### src/logic/card_strobe_pkg.sv
// constants and types shared by the card strobe sequencer
package card_strobe_pkg;
  localparam int  CLOCK_MHZ       = 100;
  localparam int  SETUP_NS        = 30;   // address/enable setup before a strobe
  localparam int  STROBE_NS       = 100;  // least strobe width
  localparam int  HOLD_NS         = 20;   // enables held after strobe release
  localparam int  SETUP_CYCLES    = (SETUP_NS * CLOCK_MHZ + 999) / 1000;
  localparam int  STROBE_CYCLES   = (STROBE_NS * CLOCK_MHZ + 999) / 1000;
  localparam int  HOLD_CYCLES     = (HOLD_NS * CLOCK_MHZ + 999) / 1000;
  localparam int  COUNT_W         = 8;
  // fields of the request word latched at take
  localparam int  LAT_W           = 4;
  localparam int  LAT_ATTR        = 3;
  localparam int  LAT_EVEN        = 2;
  localparam int  LAT_ODD         = 1;
  localparam int  LAT_LAST        = 0;
  localparam logic STROBE_IDLE    = 1'b1;  // all card strobes are active low
  localparam logic STROBE_ACTIVE  = 1'b0;

  // cycle kinds requested by the host side
  typedef enum logic [2:0] {
    CYC_MEM_READ  = 3'h0,
    CYC_MEM_WRITE = 3'h1,
    CYC_IO_READ   = 3'h2,
    CYC_IO_WRITE  = 3'h3,
    CYC_DMA_IN    = 3'h4,  // card to host memory
    CYC_DMA_OUT   = 3'h5   // host memory to card
  } cycle_kind_t;

  // sequencer states, gray along idle-setup-strobe-hold
  typedef enum logic [1:0] {
    ST_IDLE   = 2'b00,
    ST_SETUP  = 2'b01,
    ST_STROBE = 2'b11,
    ST_HOLD   = 2'b10
  } strobe_state_t;
endpackage : card_strobe_pkg

### src/logic/pin_sync.sv
// two-flop synchroniser for a group of card input pins
`timescale 1ns/1ps
module pin_sync #(
  parameter int WIDTH = 1,
  parameter logic [WIDTH-1:0] INIT = '1
) (
  input  wire logic             clock,   // system clock
  input  wire logic             rst,     // async reset, high
  input  wire logic [WIDTH-1:0] pin_in,  // raw pins
  output logic      [WIDTH-1:0] pin_out  // synchronised pins
);
  logic [WIDTH-1:0] meta;
  logic [WIDTH-1:0] next_meta;
  logic [WIDTH-1:0] next_out;

  // first stage feeds only the second
  always_comb begin
    next_meta = pin_in;
    next_out  = meta;
  end

  // idle pins reset to their deasserted level
  always_ff @(posedge clock or posedge rst) begin
    if (rst) begin
      meta    <= INIT;
      pin_out <= INIT;
    end else begin
      meta    <= next_meta;
      pin_out <= next_out;
    end
  end
endmodule : pin_sync

### src/logic/card_strobe_ctrl.sv
// 16-bit card control strobe sequencer: enables, read/write strobes, dma reuse
// What this block does
// - even byte access asserts the even card enable
// - odd byte access asserts odd enable; both enables make a word
// - host io read cycles assert the io read strobe
// - dma card-to-memory transfers use io read strobe as write strobe
// - host io write cycles drive io write strobe low
// - dma memory-to-card transfers use io write strobe as strobe
// - host memory read cycles drive output enable low
// - dma write operation asserts output enable as terminal count
// - ready/irq pin is ready only in memory-only mode, else irq
// - dma read operation asserts write enable as terminal count
// - attribute select acts as dma ack alongside the dma strobes
// - card wait extends the cycle; completion is held off meanwhile
`timescale 1ns/1ps
module card_strobe_ctrl
  import card_strobe_pkg::*;
#(
  parameter int SETUP_CNT  = SETUP_CYCLES,
  parameter int STROBE_CNT = STROBE_CYCLES,
  parameter int HOLD_CNT   = HOLD_CYCLES
) (
  input  wire logic        clock,            // 100 MHz system clock
  input  wire logic        rst,              // async reset, high
  // host side request
  input  wire logic        req_valid,        // start a card cycle
  output logic             req_ready,        // sequencer idle, request taken
  input  wire cycle_kind_t req_kind,         // kind of cycle
  input  wire logic        req_attr,         // attribute/io space select
  input  wire logic        req_even,         // even byte lane wanted
  input  wire logic        req_odd,          // odd byte lane wanted
  input  wire logic        req_last,         // dma terminal count beat
  output logic             done,             // one-cycle cycle complete pulse
  output logic             done_input_ack,   // input ack seen during io read
  input  wire logic        memory_only_mode, // socket configured memory-only
  input  wire logic        dma_enable,       // dma from card configured
  // card status back to host side
  output logic             card_ready,       // ready level in memory-only mode
  output logic             card_irq,         // irq request level in io mode
  output logic             dma_request,      // dma request from card
  // card pins, active low except the ready level on ready_irq_pin
  output logic             card_enable_even_n, // even byte enable
  output logic             card_enable_odd_n,  // odd byte enable
  output logic             io_read_strobe_n,   // io read / dma write strobe
  output logic             io_write_strobe_n,  // io write / dma read strobe
  output logic             output_enable_n,    // memory read / dma count end
  output logic             write_enable_n,     // memory write / dma count end
  output logic             attr_select_n,      // attribute select / dma ack
  input  wire logic        input_ack_n,        // input ack / dma request pin
  input  wire logic        ready_irq_pin,      // ready or irq (low) pin
  input  wire logic        wait_n              // cycle wait from card
);
  ////////////////////////////////////////////////////////////////
  // card inputs cross into the clock domain first
  logic       ack_s;
  logic       rdy_s;
  logic       wait_s;

  pin_sync #(.WIDTH(3), .INIT({3{STROBE_IDLE}})) u_sync (
    .clock   (clock),
    .rst     (rst),
    .pin_in  ({input_ack_n, ready_irq_pin, wait_n}),
    .pin_out ({ack_s, rdy_s, wait_s})
  );

  // pin role depends on socket mode
  always_comb begin
    card_ready  = memory_only_mode & rdy_s;
    card_irq    = ~memory_only_mode & ~rdy_s;
    dma_request = dma_enable & ~ack_s;
  end

  ////////////////////////////////////////////////////////////////
  // sequencer state
  strobe_state_t    state;
  strobe_state_t    next_state;
  logic [COUNT_W-1:0] count;
  logic [COUNT_W-1:0] next_count;
  cycle_kind_t      kind;
  cycle_kind_t      next_kind;
  logic [LAT_W-1:0] lat;        // attr, even, odd, last
  logic [LAT_W-1:0] next_lat;
  logic             ack_seen;
  logic             next_ack_seen;
  logic             next_done;
  logic             next_done_ack;

  // request held for the whole cycle so pins cannot glitch mid-cycle
  always_comb begin
    next_state    = state;
    next_count    = count;
    next_kind     = kind;
    next_lat      = lat;
    next_ack_seen = ack_seen;
    next_done     = 1'b0;
    next_done_ack = 1'b0;
    case (state)
      ST_IDLE: begin
        if (req_valid) begin
          next_state    = ST_SETUP;
          next_kind     = req_kind;
          next_lat      = {req_attr, req_even, req_odd, req_last};
          next_count    = COUNT_W'(SETUP_CNT - 1);
          next_ack_seen = 1'b0;
        end
      end
      ST_SETUP: begin
        if (count == '0) begin
          next_state = ST_STROBE;
          next_count = COUNT_W'(STROBE_CNT - 1);
        end else begin
          next_count = count - 1'b1;
        end
      end
      ST_STROBE: begin
        if (kind == CYC_IO_READ && !ack_s) begin
          next_ack_seen = 1'b1;
        end
        if (count != '0) begin
          next_count = count - 1'b1;
        end else if (wait_s) begin
          next_state = ST_HOLD;
          next_count = COUNT_W'(HOLD_CNT - 1);
        end
      end
      ST_HOLD: begin
        if (count == '0) begin
          next_state    = ST_IDLE;
          next_done     = 1'b1;
          next_done_ack = ack_seen;
        end else begin
          next_count = count - 1'b1;
        end
      end
      default: begin
        next_state = ST_IDLE;
      end
    endcase
  end

  // state registers
  always_ff @(posedge clock or posedge rst) begin
    if (rst) begin
      state          <= ST_IDLE;
      count          <= '0;
      kind           <= CYC_MEM_READ;
      lat            <= '0;
      ack_seen       <= 1'b0;
      done           <= 1'b0;
      done_input_ack <= 1'b0;
    end else begin
      state          <= next_state;
      count          <= next_count;
      kind           <= next_kind;
      lat            <= next_lat;
      ack_seen       <= next_ack_seen;
      done           <= next_done;
      done_input_ack <= next_done_ack;
    end
  end

  assign req_ready = (state == ST_IDLE);

  ////////////////////////////////////////////////////////////////
  // pin values; one read or write strobe per cycle kind keeps read and write apart, dma terminal count adds oe or we
  logic in_cycle;
  logic strobing;
  logic is_dma;
  logic p_even;
  logic p_odd;
  logic p_io_read;
  logic p_io_write;
  logic p_oe;
  logic p_we;
  logic p_attr;

  always_comb begin
    in_cycle = (state != ST_IDLE);
    strobing = (state == ST_STROBE);
    is_dma   = (kind == CYC_DMA_IN) || (kind == CYC_DMA_OUT);
    p_even     = in_cycle & lat[LAT_EVEN];
    p_odd      = in_cycle & lat[LAT_ODD];
    p_io_read  = strobing & ((kind == CYC_IO_READ) || (kind == CYC_DMA_IN));
    p_io_write = strobing & ((kind == CYC_IO_WRITE) || (kind == CYC_DMA_OUT));
    // terminal count rides on oe for dma write (card to memory), on we for dma read
    p_oe       = strobing & ((kind == CYC_MEM_READ) || (kind == CYC_DMA_IN && lat[LAT_LAST]));
    p_we       = strobing & ((kind == CYC_MEM_WRITE) || (kind == CYC_DMA_OUT && lat[LAT_LAST]));
    p_attr     = in_cycle & (is_dma | lat[LAT_ATTR]);
  end

  // pins come from flops; idle level is high
  always_ff @(posedge clock or posedge rst) begin
    if (rst) begin
      card_enable_even_n <= STROBE_IDLE;
      card_enable_odd_n  <= STROBE_IDLE;
      io_read_strobe_n   <= STROBE_IDLE;
      io_write_strobe_n  <= STROBE_IDLE;
      output_enable_n    <= STROBE_IDLE;
      write_enable_n     <= STROBE_IDLE;
      attr_select_n      <= STROBE_IDLE;
    end else begin
      card_enable_even_n <= p_even ? STROBE_ACTIVE : STROBE_IDLE;
      card_enable_odd_n  <= p_odd  ? STROBE_ACTIVE : STROBE_IDLE;
      io_read_strobe_n   <= p_io_read  ? STROBE_ACTIVE : STROBE_IDLE;
      io_write_strobe_n  <= p_io_write ? STROBE_ACTIVE : STROBE_IDLE;
      output_enable_n    <= p_oe   ? STROBE_ACTIVE : STROBE_IDLE;
      write_enable_n     <= p_we   ? STROBE_ACTIVE : STROBE_IDLE;
      attr_select_n      <= p_attr ? STROBE_ACTIVE : STROBE_IDLE;
    end
  end
endmodule : card_strobe_ctrl

### config.mk
export PLATFORM = sky130hd
export DESIGN_NAME = card_strobe_ctrl
export DESIGN_NICKNAME = d
export VERILOG_FILES = /design/src/logic/card_strobe_pkg.sv /design/src/logic/pin_sync.sv /design/src/logic/card_strobe_ctrl.sv
export SDC_FILE = /design/constraint.sdc
export NUM_CORES = 1
export LEC_CHECK = 0
export ABC_AREA = 1
export BUFFER_PORTS_ARGS = -buffer_cell sky130_fd_sc_hd__buf_2
export CAP_MARGIN = 15
export CORE_MARGIN = 2
export CORE_UTILIZATION = 45
export CTS_CLUSTER_DIAMETER = 150
export CTS_CLUSTER_SIZE = 16
export DETAILED_ROUTE_END_ITERATION = 7
export PLACE_DENSITY = 0.7
export SYNTH_ARGS = -nofsm -noshare
export SYNTH_HDL_FRONTEND = slang
export SYNTH_HIERARCHICAL = 1
export SYNTH_SLANG_ARGS = --single-unit
### constraint.sdc
create_clock -name clock -period 1.3 [get_ports clock]
set_input_delay 0.26 -clock clock [delete_from_list [all_inputs] [get_ports clock]]
set_output_delay 0.26 -clock clock [all_outputs]
set_load 0.02 [all_outputs]
==> results of run 1 <==
flip-flops by register name, summed over array words and instances (netlist names), 2 cells and up:
| signal | cells |
|---|---|
| u_sync/meta | 3 |
| lat | 4 |
| state | 2 |
| count | 8 |
| kind | 3 |
| u_sync/pin_out | 3 |
layout make-up:
type                       instances  area, um2
inverter                          23       86.3
tap                               44       55.1
clock inverter                     2       35.0
clock buffer                       6       41.3
fill                             225        906
sequential                        33        845
multi-input combinational        109        673
timing repair buffer              57        462
where the power goes:
part           internal, mW  total, mW  switching (mW)
Clock                 0.403      0.737           0.334
Sequential             1.43       1.64           0.216
Combinational          1.32       2.96            1.64
Total                  3.15       5.34            2.19
kinds of logic (layout without fill, tap and decap cells):
family	count (synthesis)	count (layout)
AO/OA/AOI/OAI	17	17
XOR/XNOR	2	2
buffers and inverters	25	88
flip-flops	33	33
AND/OR/NAND/NOR	87	88
adder cells (fa/ha/maj)	2	2
metrics by stage:
step / setup WS, ns / util / setup TNS (ns)
after detailed placement: -0.0868 / 0.585 / -0.553
final: -0.0925 / 0.708 / -0.871
after global placement: -0.0375 / 0.585 / -0.197
after CTS: -0.0859 / 0.660 / -0.817
after floorplan: -0.0319 / - / -0.128
after global routing: -0.177 / 0.708 / -1.84
cell usage in the layout, fill, tap and decap left out, types with 3 or more instances in the layout:
cell type,count
dfstp_2,13
inv_2,3
o21ai_0,5
nor2_4,3
dlygate4sd3_1,4
buf_4,20
dfrtp_1,18
buf_6,17
a21oi_1,3
nand2_2,4
nand3_1,15
clkbuf_4,5
inv_1,20
nand2_4,4
o21ai_2,4
nor2_2,4
buf_2,16
nor2_1,11
nand2_1,39
final timing paths:
path / startpoint / end / slack, ns / depth (start not counted)
worst min register to register: u_sync/meta[2] / u_sync/pin_out[2] / 0.36 / 0
worst min-delay path: req_kind[1] / kind[1] / 0.12 / 3
min in group asynchronous: rst / kind[0] / 0.52 / 4
max in group asynchronous: rst / card_enable_even_n / 0.47 / 4
worst max-delay path: count[0] / count[2] / -0.09 / 7
worst max register to register: count[0] / count[2] / -0.09 / 7
metal layers:
layer	up-vias	wire, um	track usage
li1	648	-	-
met1	622	1390	0.246
met5	-	0	0
met2	36	1710	0.321
met4	0	87	0.100
met3	9	153	0.0819
worst reg2reg max path, stage by stage (launching register included):
cell and delay [ns]:
dfrtp_1 0.40, inv_2 0.09, ha_4 0.14, nand2_4 0.07, o21ai_4 0.27, nand2_8 0.11
buf_6 0.14, o21ai_2 0.10
timing repair:
| item | CTS | global route |
|---|---|---|
| cloned | 1 | 0 |
| setup endpoints to repair | 14 | 29 |
| hold buffers | 1 | 3 |
| hold endpoints to repair | 20 | 3 |
| setup buffers | 5 | 1 |
| pin swaps | 11 | 7 |
| gates resized for setup | 27 | 33 |
==> results.md, run 1 <==
* Status: complete, but fails checks
* Failing checks: setup timing
* Diodes inserted at 0
* Hold Worst Slack at about 0.12 ns
* Root buf cell: clkbuf_4
* Placed Instances at 255
* CP delay by family, top: flip-flops
* Syn nets at 183
* Die width at 61.4 um
* Final Instance Area at 2200 um2
* Post-synth ARST share at 1.00
* Num CTS Buffers at 5
* CP max stage cell: dfrtp_1
* First-pass GRT wire length at 5.41 mm
* DRC violations left at 0
* Tmin final at approximately 1.4 ns
* Adder-cell share of the synthesized area at 0.0169
* Initial core utilization at 0.477
* Power Dens Cells at between 2000 and 2500 nW/um2
* CP arrival at 1.66 ns
* CTS Sinks at 33
* Drt via density at 4.80
* Max-Cap Viols at 0
* Post-synthesis instance area at about 1500 um2
* Crit-path cells: inv_2 -> ha_4 -> nand2_4 -> o21ai_4 -> nand2_8 -> buf_6 -> o21ai_2
* CP Class: reg2reg
* FP Rows at 20
* Post-synth EDFFs at 0
* Starting DRT DRC Count at between 70 and 80
* Post-synthesis simple-gate area fraction at 0.256
* Mux cell area share after synthesis at 0
* Vias in the first global route at ~1300
* Vias at 1315
* Worst hold path class: in2reg
* Maximum buffer depth of the clock tree at 2
* Die area at between 3000 and 4000 um2
* Core Area at about 3100 um2
* Sequential cell area fraction in the yosys report at 0.569
* Routed Wire Length at between 3 and 4 mm
* DP HPWL at 2.18 mm
* Delay of the slowest critical-path stage at 0.40 ns
* Slew HR at 0.778
* Grt total ovfl at 0
* P_leak at 1.11 nW
* Gr usage total at 0.205
* Post-route insts no fill at approximately 270
* Period utilization at 1.07
* Worst-Skew Late Latency at 0.34 ns
* Cells after Synth at 166
* Largest cells by area after synthesis: dfrtp_1 34%, dfstp_2 23%, nand2_1 11%
* Placed Area at 1820 um2
* Max Slew Vio Count at 0
* Final worst slack at -0.0925 ns
* CP required at 1.56 ns
* Max VDD drop at 1.14 mV
* Post-synthesis xor/xnor area fraction at 0.0118
* Synth Flop Type: dfrtp_1
* Layout cells sized above 1 at 0.470
* CP startpoint kind: flip-flop
* Routability cong. at 0.839
* Cell with the most instances after synthesis: nand2_1
* Synth Area in Compound Gates at 0.0769
* CTS tree: built
* Synth top area share at 0.338
* Antenna violations before repair at 0
* Htree depth at 2
* Worst-Margin Slew at roughly 0.33 ns
* Height of the die at 61.4 um
* Yosys cell types at 24
* Max Clk Rate at 718 MHz
* Final setup viols at 13
* Clk pin slew, worst setup/hold paths at 0.11 ns
* Total power at 5.34 mW
* Crit Path Max Fanout at 7
* WP buf/inv at 2
* Wire per inst at 12.2 um
* Ports at 28
* Main combinational cell family by area after synthesis: simple AND/OR/NAND/NOR gates
* Unrepaired setup endpoints after global routing: yes
* Setup crit end kind: flip-flop
* Router iterations before antenna repair at 4
* Final hold viol count at 0
* Post-synthesis register bit count at 33
* Port buffer count at 27
* Synth Area per Inst at 8.92 um2
* NumNets Final at 246
* Most frequent cells after synthesis: 44 x nand2_1, 23 x inv_1, 20 x dfrtp_1
* Largest net degree at the start of global routing at 28
* Clock Skew at 0.0147 ns
* Yosys warns at 6
* Antenna-violating nets left at 0
* Area leader, netlist: dfrtp_1
* Area delta synth->final at 48.4%
Power figures use the tool's default switching activity.
==> inputs of run 2 (changes only) <==
ABC_AREA = unset   (was 1)
CORE_UTILIZATION = 30   (was 45)
CTS_CLUSTER_SIZE = unset   (was 16)
PLACE_DENSITY = unset   (was 0.7)
==> run 2 against run 1 <==
The run still ends with setup timing left. First-iteration DRC count down 33%. Clock power up 11%. Sequential share of layout area down 1.0 points. Die area up 43%.
==> results.md, run 2 <==
* Status: complete, but fails checks
* Failing checks: setup timing
* Root buf cell: clkbuf_8
* Crit Path Max Fanout at 8
* P_leak at ~1.1 nW
* Clock Skew at 0.00659 ns
* CP max stage cell: dfrtp_1
* First-pass GRT wire length at 5.26 mm
* Htree depth at 2
* M2 GR Usage at 0.227
* Delay of the slowest critical-path stage at 0.39 ns
* Most common cell after layout, fill and taps aside: buf_4
* Vias in the first global route at 1226
* Worst hold path class: in2async
* Routability cong. at 0.858
* WP buf/inv at 2
* Clk pin slew, worst setup/hold paths at 0.07 ns
* Critical Path Most Common Cell: a21oi_2
* Max Clk Rate at roughly 600 MHz
* NumNets Final at 218
* Final worst slack at -0.362 ns
* CP delay by family, top: compound AO/OA/AOI/OAI gates
* CTS Sinks at 33
* Max-Cap Viols at 0
* Initial core utilization at 0.308
* Max reg flops at 8
* Final hold viol count at 0
* Total power at roughly 4.3 mW
* Max VDD drop at ~1.3 mV
* Height of the die at 73.4 um
* Synth top area share at 0.346
* Layout cells sized above 1 at 0.644
* Final Instance Area at 2260 um2
* Final setup viols at 20
* CP arrival at roughly 1.9 ns
* Area leader, netlist: dfrtp_1
* Largest net degree at the start of global routing at 28
* Period utilization at 1.28
* Gr usage total at 0.130
* Busiest grt layer: met2
* Most frequent cells after synthesis: 20 x dfrtp_1, 13 x dfstp_2, 13 x nand2_1
* Top Registers: count (8), lat (4)
* GR Util met1 at 0.141
* CP required at between 1.5 and 2 ns
* Starting DRT DRC Count at 48
* Routed Wire Length at 3.50 mm
* Post-synthesis register bit count at 33
* Most frequent cells in the layout: 35 x buf_4, 25 x buf_2, 18 x dfrtp_1
* Post-route insts no fill at 256
* Worst-Skew Late Latency at 0.28 ns
* Met3 Use GR at 0.0412
* CP Class: reg2reg
* Hold Worst Slack at 0.0444 ns
* Yosys warns at 6
* Register with the most flip-flops: count
* Grt total ovfl at 0
* Syn nets at 147
* Cell with the most instances after synthesis: dfrtp_1
* Antenna violations before repair at 0
* Sequential cell area fraction in the yosys report at 0.582
* Port buffer count at 27
* Core Area at 4690 um2
* DRC violations left at 0
* Setup crit end kind: flip-flop
* Post-synth EDFFs at 0
* Router iterations before antenna repair at 4
* Largest cells by area after synthesis: dfrtp_1 35%, dfstp_2 24%, mux2_2 5.4%
* Cells after Synth at 130
* FP Rows at 25
* Die width at 73.4 um
* Power Dens Cells at ~1900 nW/um2
* CP startpoint kind: flip-flop
* Placed Area at roughly 1900 um2
* Die area at 5390 um2
* Slew HR at 0.761
* Maximum buffer depth of the clock tree at 2
* Synth Flop Type: dfrtp_1
* Num CTS Buffers at 5
* Max Slew Vio Count at 0
* Worst-Margin Slew at around 0.36 ns
* Post-synthesis instance area at 1450 um2
* Post-synth ARST share at 1.00
* Tmin final at 1.66 ns
* Ports at 28
* Synth Area per Inst at 11.1 um2
* Wire per inst at 13.7 um
* CTS tree: built
* Yosys cell types at 36
* Placed Instances at 232
* Area delta synth->final at 56.1%
* Crit-path cells: inv_2 -> ha_4 -> nor4b_4 -> a41o_4 -> buf_4 -> a21oi_2 -> a21oi_2
* DP HPWL at around 2.2 mm
* Diodes inserted at 0
* Unrepaired setup endpoints after global routing: yes
* Antenna-violating nets left at 0
* Vias at 1233
* Layout fillers at slightly above 400
* Drt via density at 4.82
## run 2: cell types whose count changed in the layout (fill, tap and decap cells not counted), sizes merged, moves of 7 or more
| cell | delta |
|---|---|
| mux2 | +7 |
| nand3 | -14 |
| buf | +16 |
| nor2 | -11 |
| nand2 | -35 |
| inv | -13 |
| o21ai | -7 |
## run 2: cells by family (layout without fill, tap and decap cells)
logic type | count (synthesis) | after routing | share of synthesized area
and+or+nand+nor | 45 | 45 | 0.178
AOI/OAI and AO/OA | 27 | 27 | 0.116
DFF | 33 | 33 | 0.582
adders and majority gates | 2 | 2 | 0.0173
muxes | 7 | 7 | 0.0545
xor gates and xnor gates | 1 | 1 | 0.00606
buffers and inverters | 15 | 87 | 0.0459
## run 2: final timing paths
path                       cells past startpoint           endpoint      startpoint  slack, ns
max                                            7           count[4]        count[0]      -0.36
min                                            3               done             rst       0.04
max reg2reg                                    7           count[4]        count[0]      -0.36
min reg2reg                                    0  u_sync/pin_out[2]  u_sync/meta[2]       0.36
max in group asynchronous                      3  card_enable_odd_n             rst       0.95
min in group clock                             1     u_sync/meta[1]   ready_irq_pin       0.08
## run 2: worst register-to-register path, delay by kind of cell (launching register included)
| family | cells | cell delay (ns) |
|---|---|---|
| AO/OA/AOI/OAI | 3 | 0.52 |
| AND/OR/NAND/NOR | 1 | 0.32 |
| buffers and inverters | 2 | 0.24 |
| adder cells (fa/ha/maj) | 1 | 0.13 |
| flip-flops | 1 | 0.39 |
## run 2: area by class of cell
| type | instances | area [um2] | area share |
|---|---|---|---|
| repair buffers | 69 | 489 | 0.217 |
| flip-flops and latches | 33 | 845 | 0.374 |
| well taps | 54 | 67.6 | 0.0299 |
| clock buffers | 7 | 96.3 | 0.0427 |
| clock inverters | 1 | 5.00 | 0.00222 |
| inverters | 10 | 37.5 | 0.0166 |
| multi-input cells | 82 | 718 | 0.318 |
## run 2: per-layer routing
metal	share of wire	vias to the layer above
met2	0.54	24
met3	0.033	8
met4	0.019	0
met5	0	-
li1	-	589
met1	0.41	612
## run 2: power by group
part,leakage (nW),internal (mW),switching [mW]
clock network,0.0542,0.478,0.339
registers,0.380,1.36,0.229
logic,0.617,0.984,0.890
## run 2: per-stage QoR
step / TNS, ns / util / setup WS, ns
floorplan: -2.44 / - / -0.186
global placement: -2.57 / 0.398 / -0.269
detailed placement: -3.07 / 0.398 / -0.315
CTS: -2.78 / 0.449 / -0.249
global route: -5.63 / 0.481 / -0.445
finish: -4.40 / 0.481 / -0.362
## run 2: timing repair
| item | 4_1_cts | 5_1_grt |
|---|---|---|
| resized for setup | 14 | 27 |
| endpoints found under the setup margin | 20 | 23 |
| hold buffers | 0 | 0 |
| pin swaps | 8 | 9 |
| setup buffers | 10 | 6 |
==> inputs of run 3 (changes only) <==
ABC_AREA = 1   (was unset)
CORE_UTILIZATION = 40   (was 30)
==> run 3 against run 2 <==
The flow still finishes with violations (setup timing). Design area shrank 3.3%. Fmax is 22% higher. Die area fell by 22%. Non-clock buffer count down 12. Power is 28% higher. Via count grew 7.5%. Largest cell class unchanged. Highest routed layer unchanged.
==> results.md, run 3 (synthesis gave the netlist of run 1 again) <==
* WL met2 at 1.68 mm
* Routability cong. at 0.841
* Comb power frac at 0.553
* Power Dens Cells at 2510 nW/um2
* WP buf/inv at 2
* Diodes inserted at 0
* Layout cells sized above 1 at 0.513
* Final worst slack at -0.0626 ns
* DP HPWL at 2.16 mm
* Post-route insts no fill at 278
* Tmin final at 1.36 ns
* Post-Place Worst Slack at -0.105 ns
* Crit-path cells: inv_2 -> ha_4 -> nand2_4 -> o21ai_4 -> nand2_4 -> buf_6 -> o21ai_2
* Antenna-violating nets left at 0
* Drt via density at roughly 4.8
* CP startpoint kind: flip-flop
* Final setup viols at 10
* Die width at 64.8 um
* Height of the die at 64.8 um
* Vias in the first global route at 1329
* CP delay by family, top: flip-flops
* Crit Path Max Fanout at 7
* FP Rows at 22
* Top Registers: count (8), lat (4)
* Max Slew Vio Count at 0
* Failing checks: setup timing
* Clk pin slew, worst setup/hold paths at 0.07 ns
* Grt total ovfl at 0
* Wire per inst at 12.1 um
* CP max stage cell: dfrtp_1
* Port buffer count at 27
* Gr usage total at 0.182
* NumNets Final at roughly 250
* P_int at 3.19 mW
* Period utilization at 1.05
* Worst-Margin Slew at 0.345 ns
* Hold Worst Slack at 0.0277 ns
* CP Class: reg2reg
* Seq pwr share at 0.302
* Initial core utilization at 0.410
* Starting DRT DRC Count at just under 70
* Router iterations before antenna repair at 4
* Max Clk Rate at roughly 730 MHz
* Register with the most flip-flops: count
* Max reg flops at 8
* M1 WL at 1.46 mm
* Setup TNS at -0.410 ns
* Most frequent cells in the layout: 37 x nand2_1, 27 x buf_4, 24 x buf_2
* CP arrival at between 1.5 and 2 ns
* Routed Wire Length at 3.36 mm
* Total power at about 5.5 mW
* Detail Route met3 WL at 143 um
* Max-Cap Viols at 0
* Worst-Skew Late Latency at slightly below 0.3 ns
* Clk pwr share at 0.146
* Highest metal used: met4
* Setup crit end kind: flip-flop
* First-pass GRT wire length at approximately 5.8 mm
* Status: complete, but fails checks
* Critical Path Most Common Cell: nand2_4
* NetSw at roughly 2.3 mW
* Sw frac at 0.418
* Num CTS Buffers at 5
* Area delta synth->final at 47.5%
* Most common cell after layout, fill and taps aside: nand2_1
* Placed Instances at between 200 and 300
* Unrepaired setup endpoints after global routing: yes
* Root buf cell: clkbuf_8
* Ports at 28
* Final Instance Area at 2180 um2
* CTS tree: built
* Fin util at 0.605
* Htree depth at 2
* Clock Skew at approximately 0.0066 ns
* CTS Sinks at 33
* CP required at 1.52 ns
* Final hold viol count at 0
* Antenna violations before repair at 0
* P_leak at 1.10 nW
* Die area at 4200 um2
* Placed Area at 1840 um2
* Core Area at 3610 um2
* Vias at 1326
* Largest net degree at the start of global routing at 28
* Maximum buffer depth of the clock tree at 2
* Delay of the slowest critical-path stage at slightly below 0.4 ns
* DRC violations left at 0
* Max VDD drop at 0.986 mV
* Worst hold path class: in2async
* Slew HR at 0.770
-- run 3: path summary, 6_finish.rpt --
path	startpoint	end	slack, ns	depth (start not counted)
setup / recovery	count[0]	count[3]	-0.06	7
hold / removal	rst	lat[1]	0.03	3
setup reg to reg	count[0]	count[3]	-0.06	7
hold reg to reg	u_sync/meta[0]	u_sync/pin_out[0]	0.36	0
max in group asynchronous	rst	write_enable_n	0.97	3
min in group clock	ready_irq_pin	u_sync/meta[1]	0.07	1
-- run 3: timing repair --
action | in CTS | in global routing
setup endpoints to repair | 12 | 24
gates cloned | 1 | 0
buffers inserted | 3 | 5
resized for setup | 25 | 26
pin swaps | 7 | 5
hold buffers | 0 | 0
-- run 3: per-layer routing --
layer  up-vias  track usage
met3        11       0.0590
met1       629        0.206
met2        36        0.320
li1        650            -
met5         -            0
met4         0       0.0665
-- run 3: worst reg2reg max path, cell delays in order (launching register included) --
cell     delay (ns)
dfrtp_1        0.39
inv_2          0.09
ha_4           0.14
nand2_4        0.06
o21ai_4        0.20
nand2_4        0.13
buf_6          0.16
o21ai_2        0.11
-- run 3: power groups by stage --
stage | logic, mW | clock network, mW | registers, mW
floorplan | 1.35 | 0 | 1.74
finish | 3.03 | 0.798 | 1.65
global route | 3.35 | 0.878 | 1.69
detailed placement | 2.25 | 0 | 1.64
global placement | 2.21 | 0 | 1.61
CTS | 2.64 | 0.814 | 1.63
-- run 3: area by class of cell --
type                    count  area [um2]
fillers                   287        1420
flip-flops and latches     33         845
multi-input cells         109         706
repair buffers             57         390
inverters                  23        88.8
clock buffers               7        86.3
well taps                  48        60.1
clock inverters             1        7.51
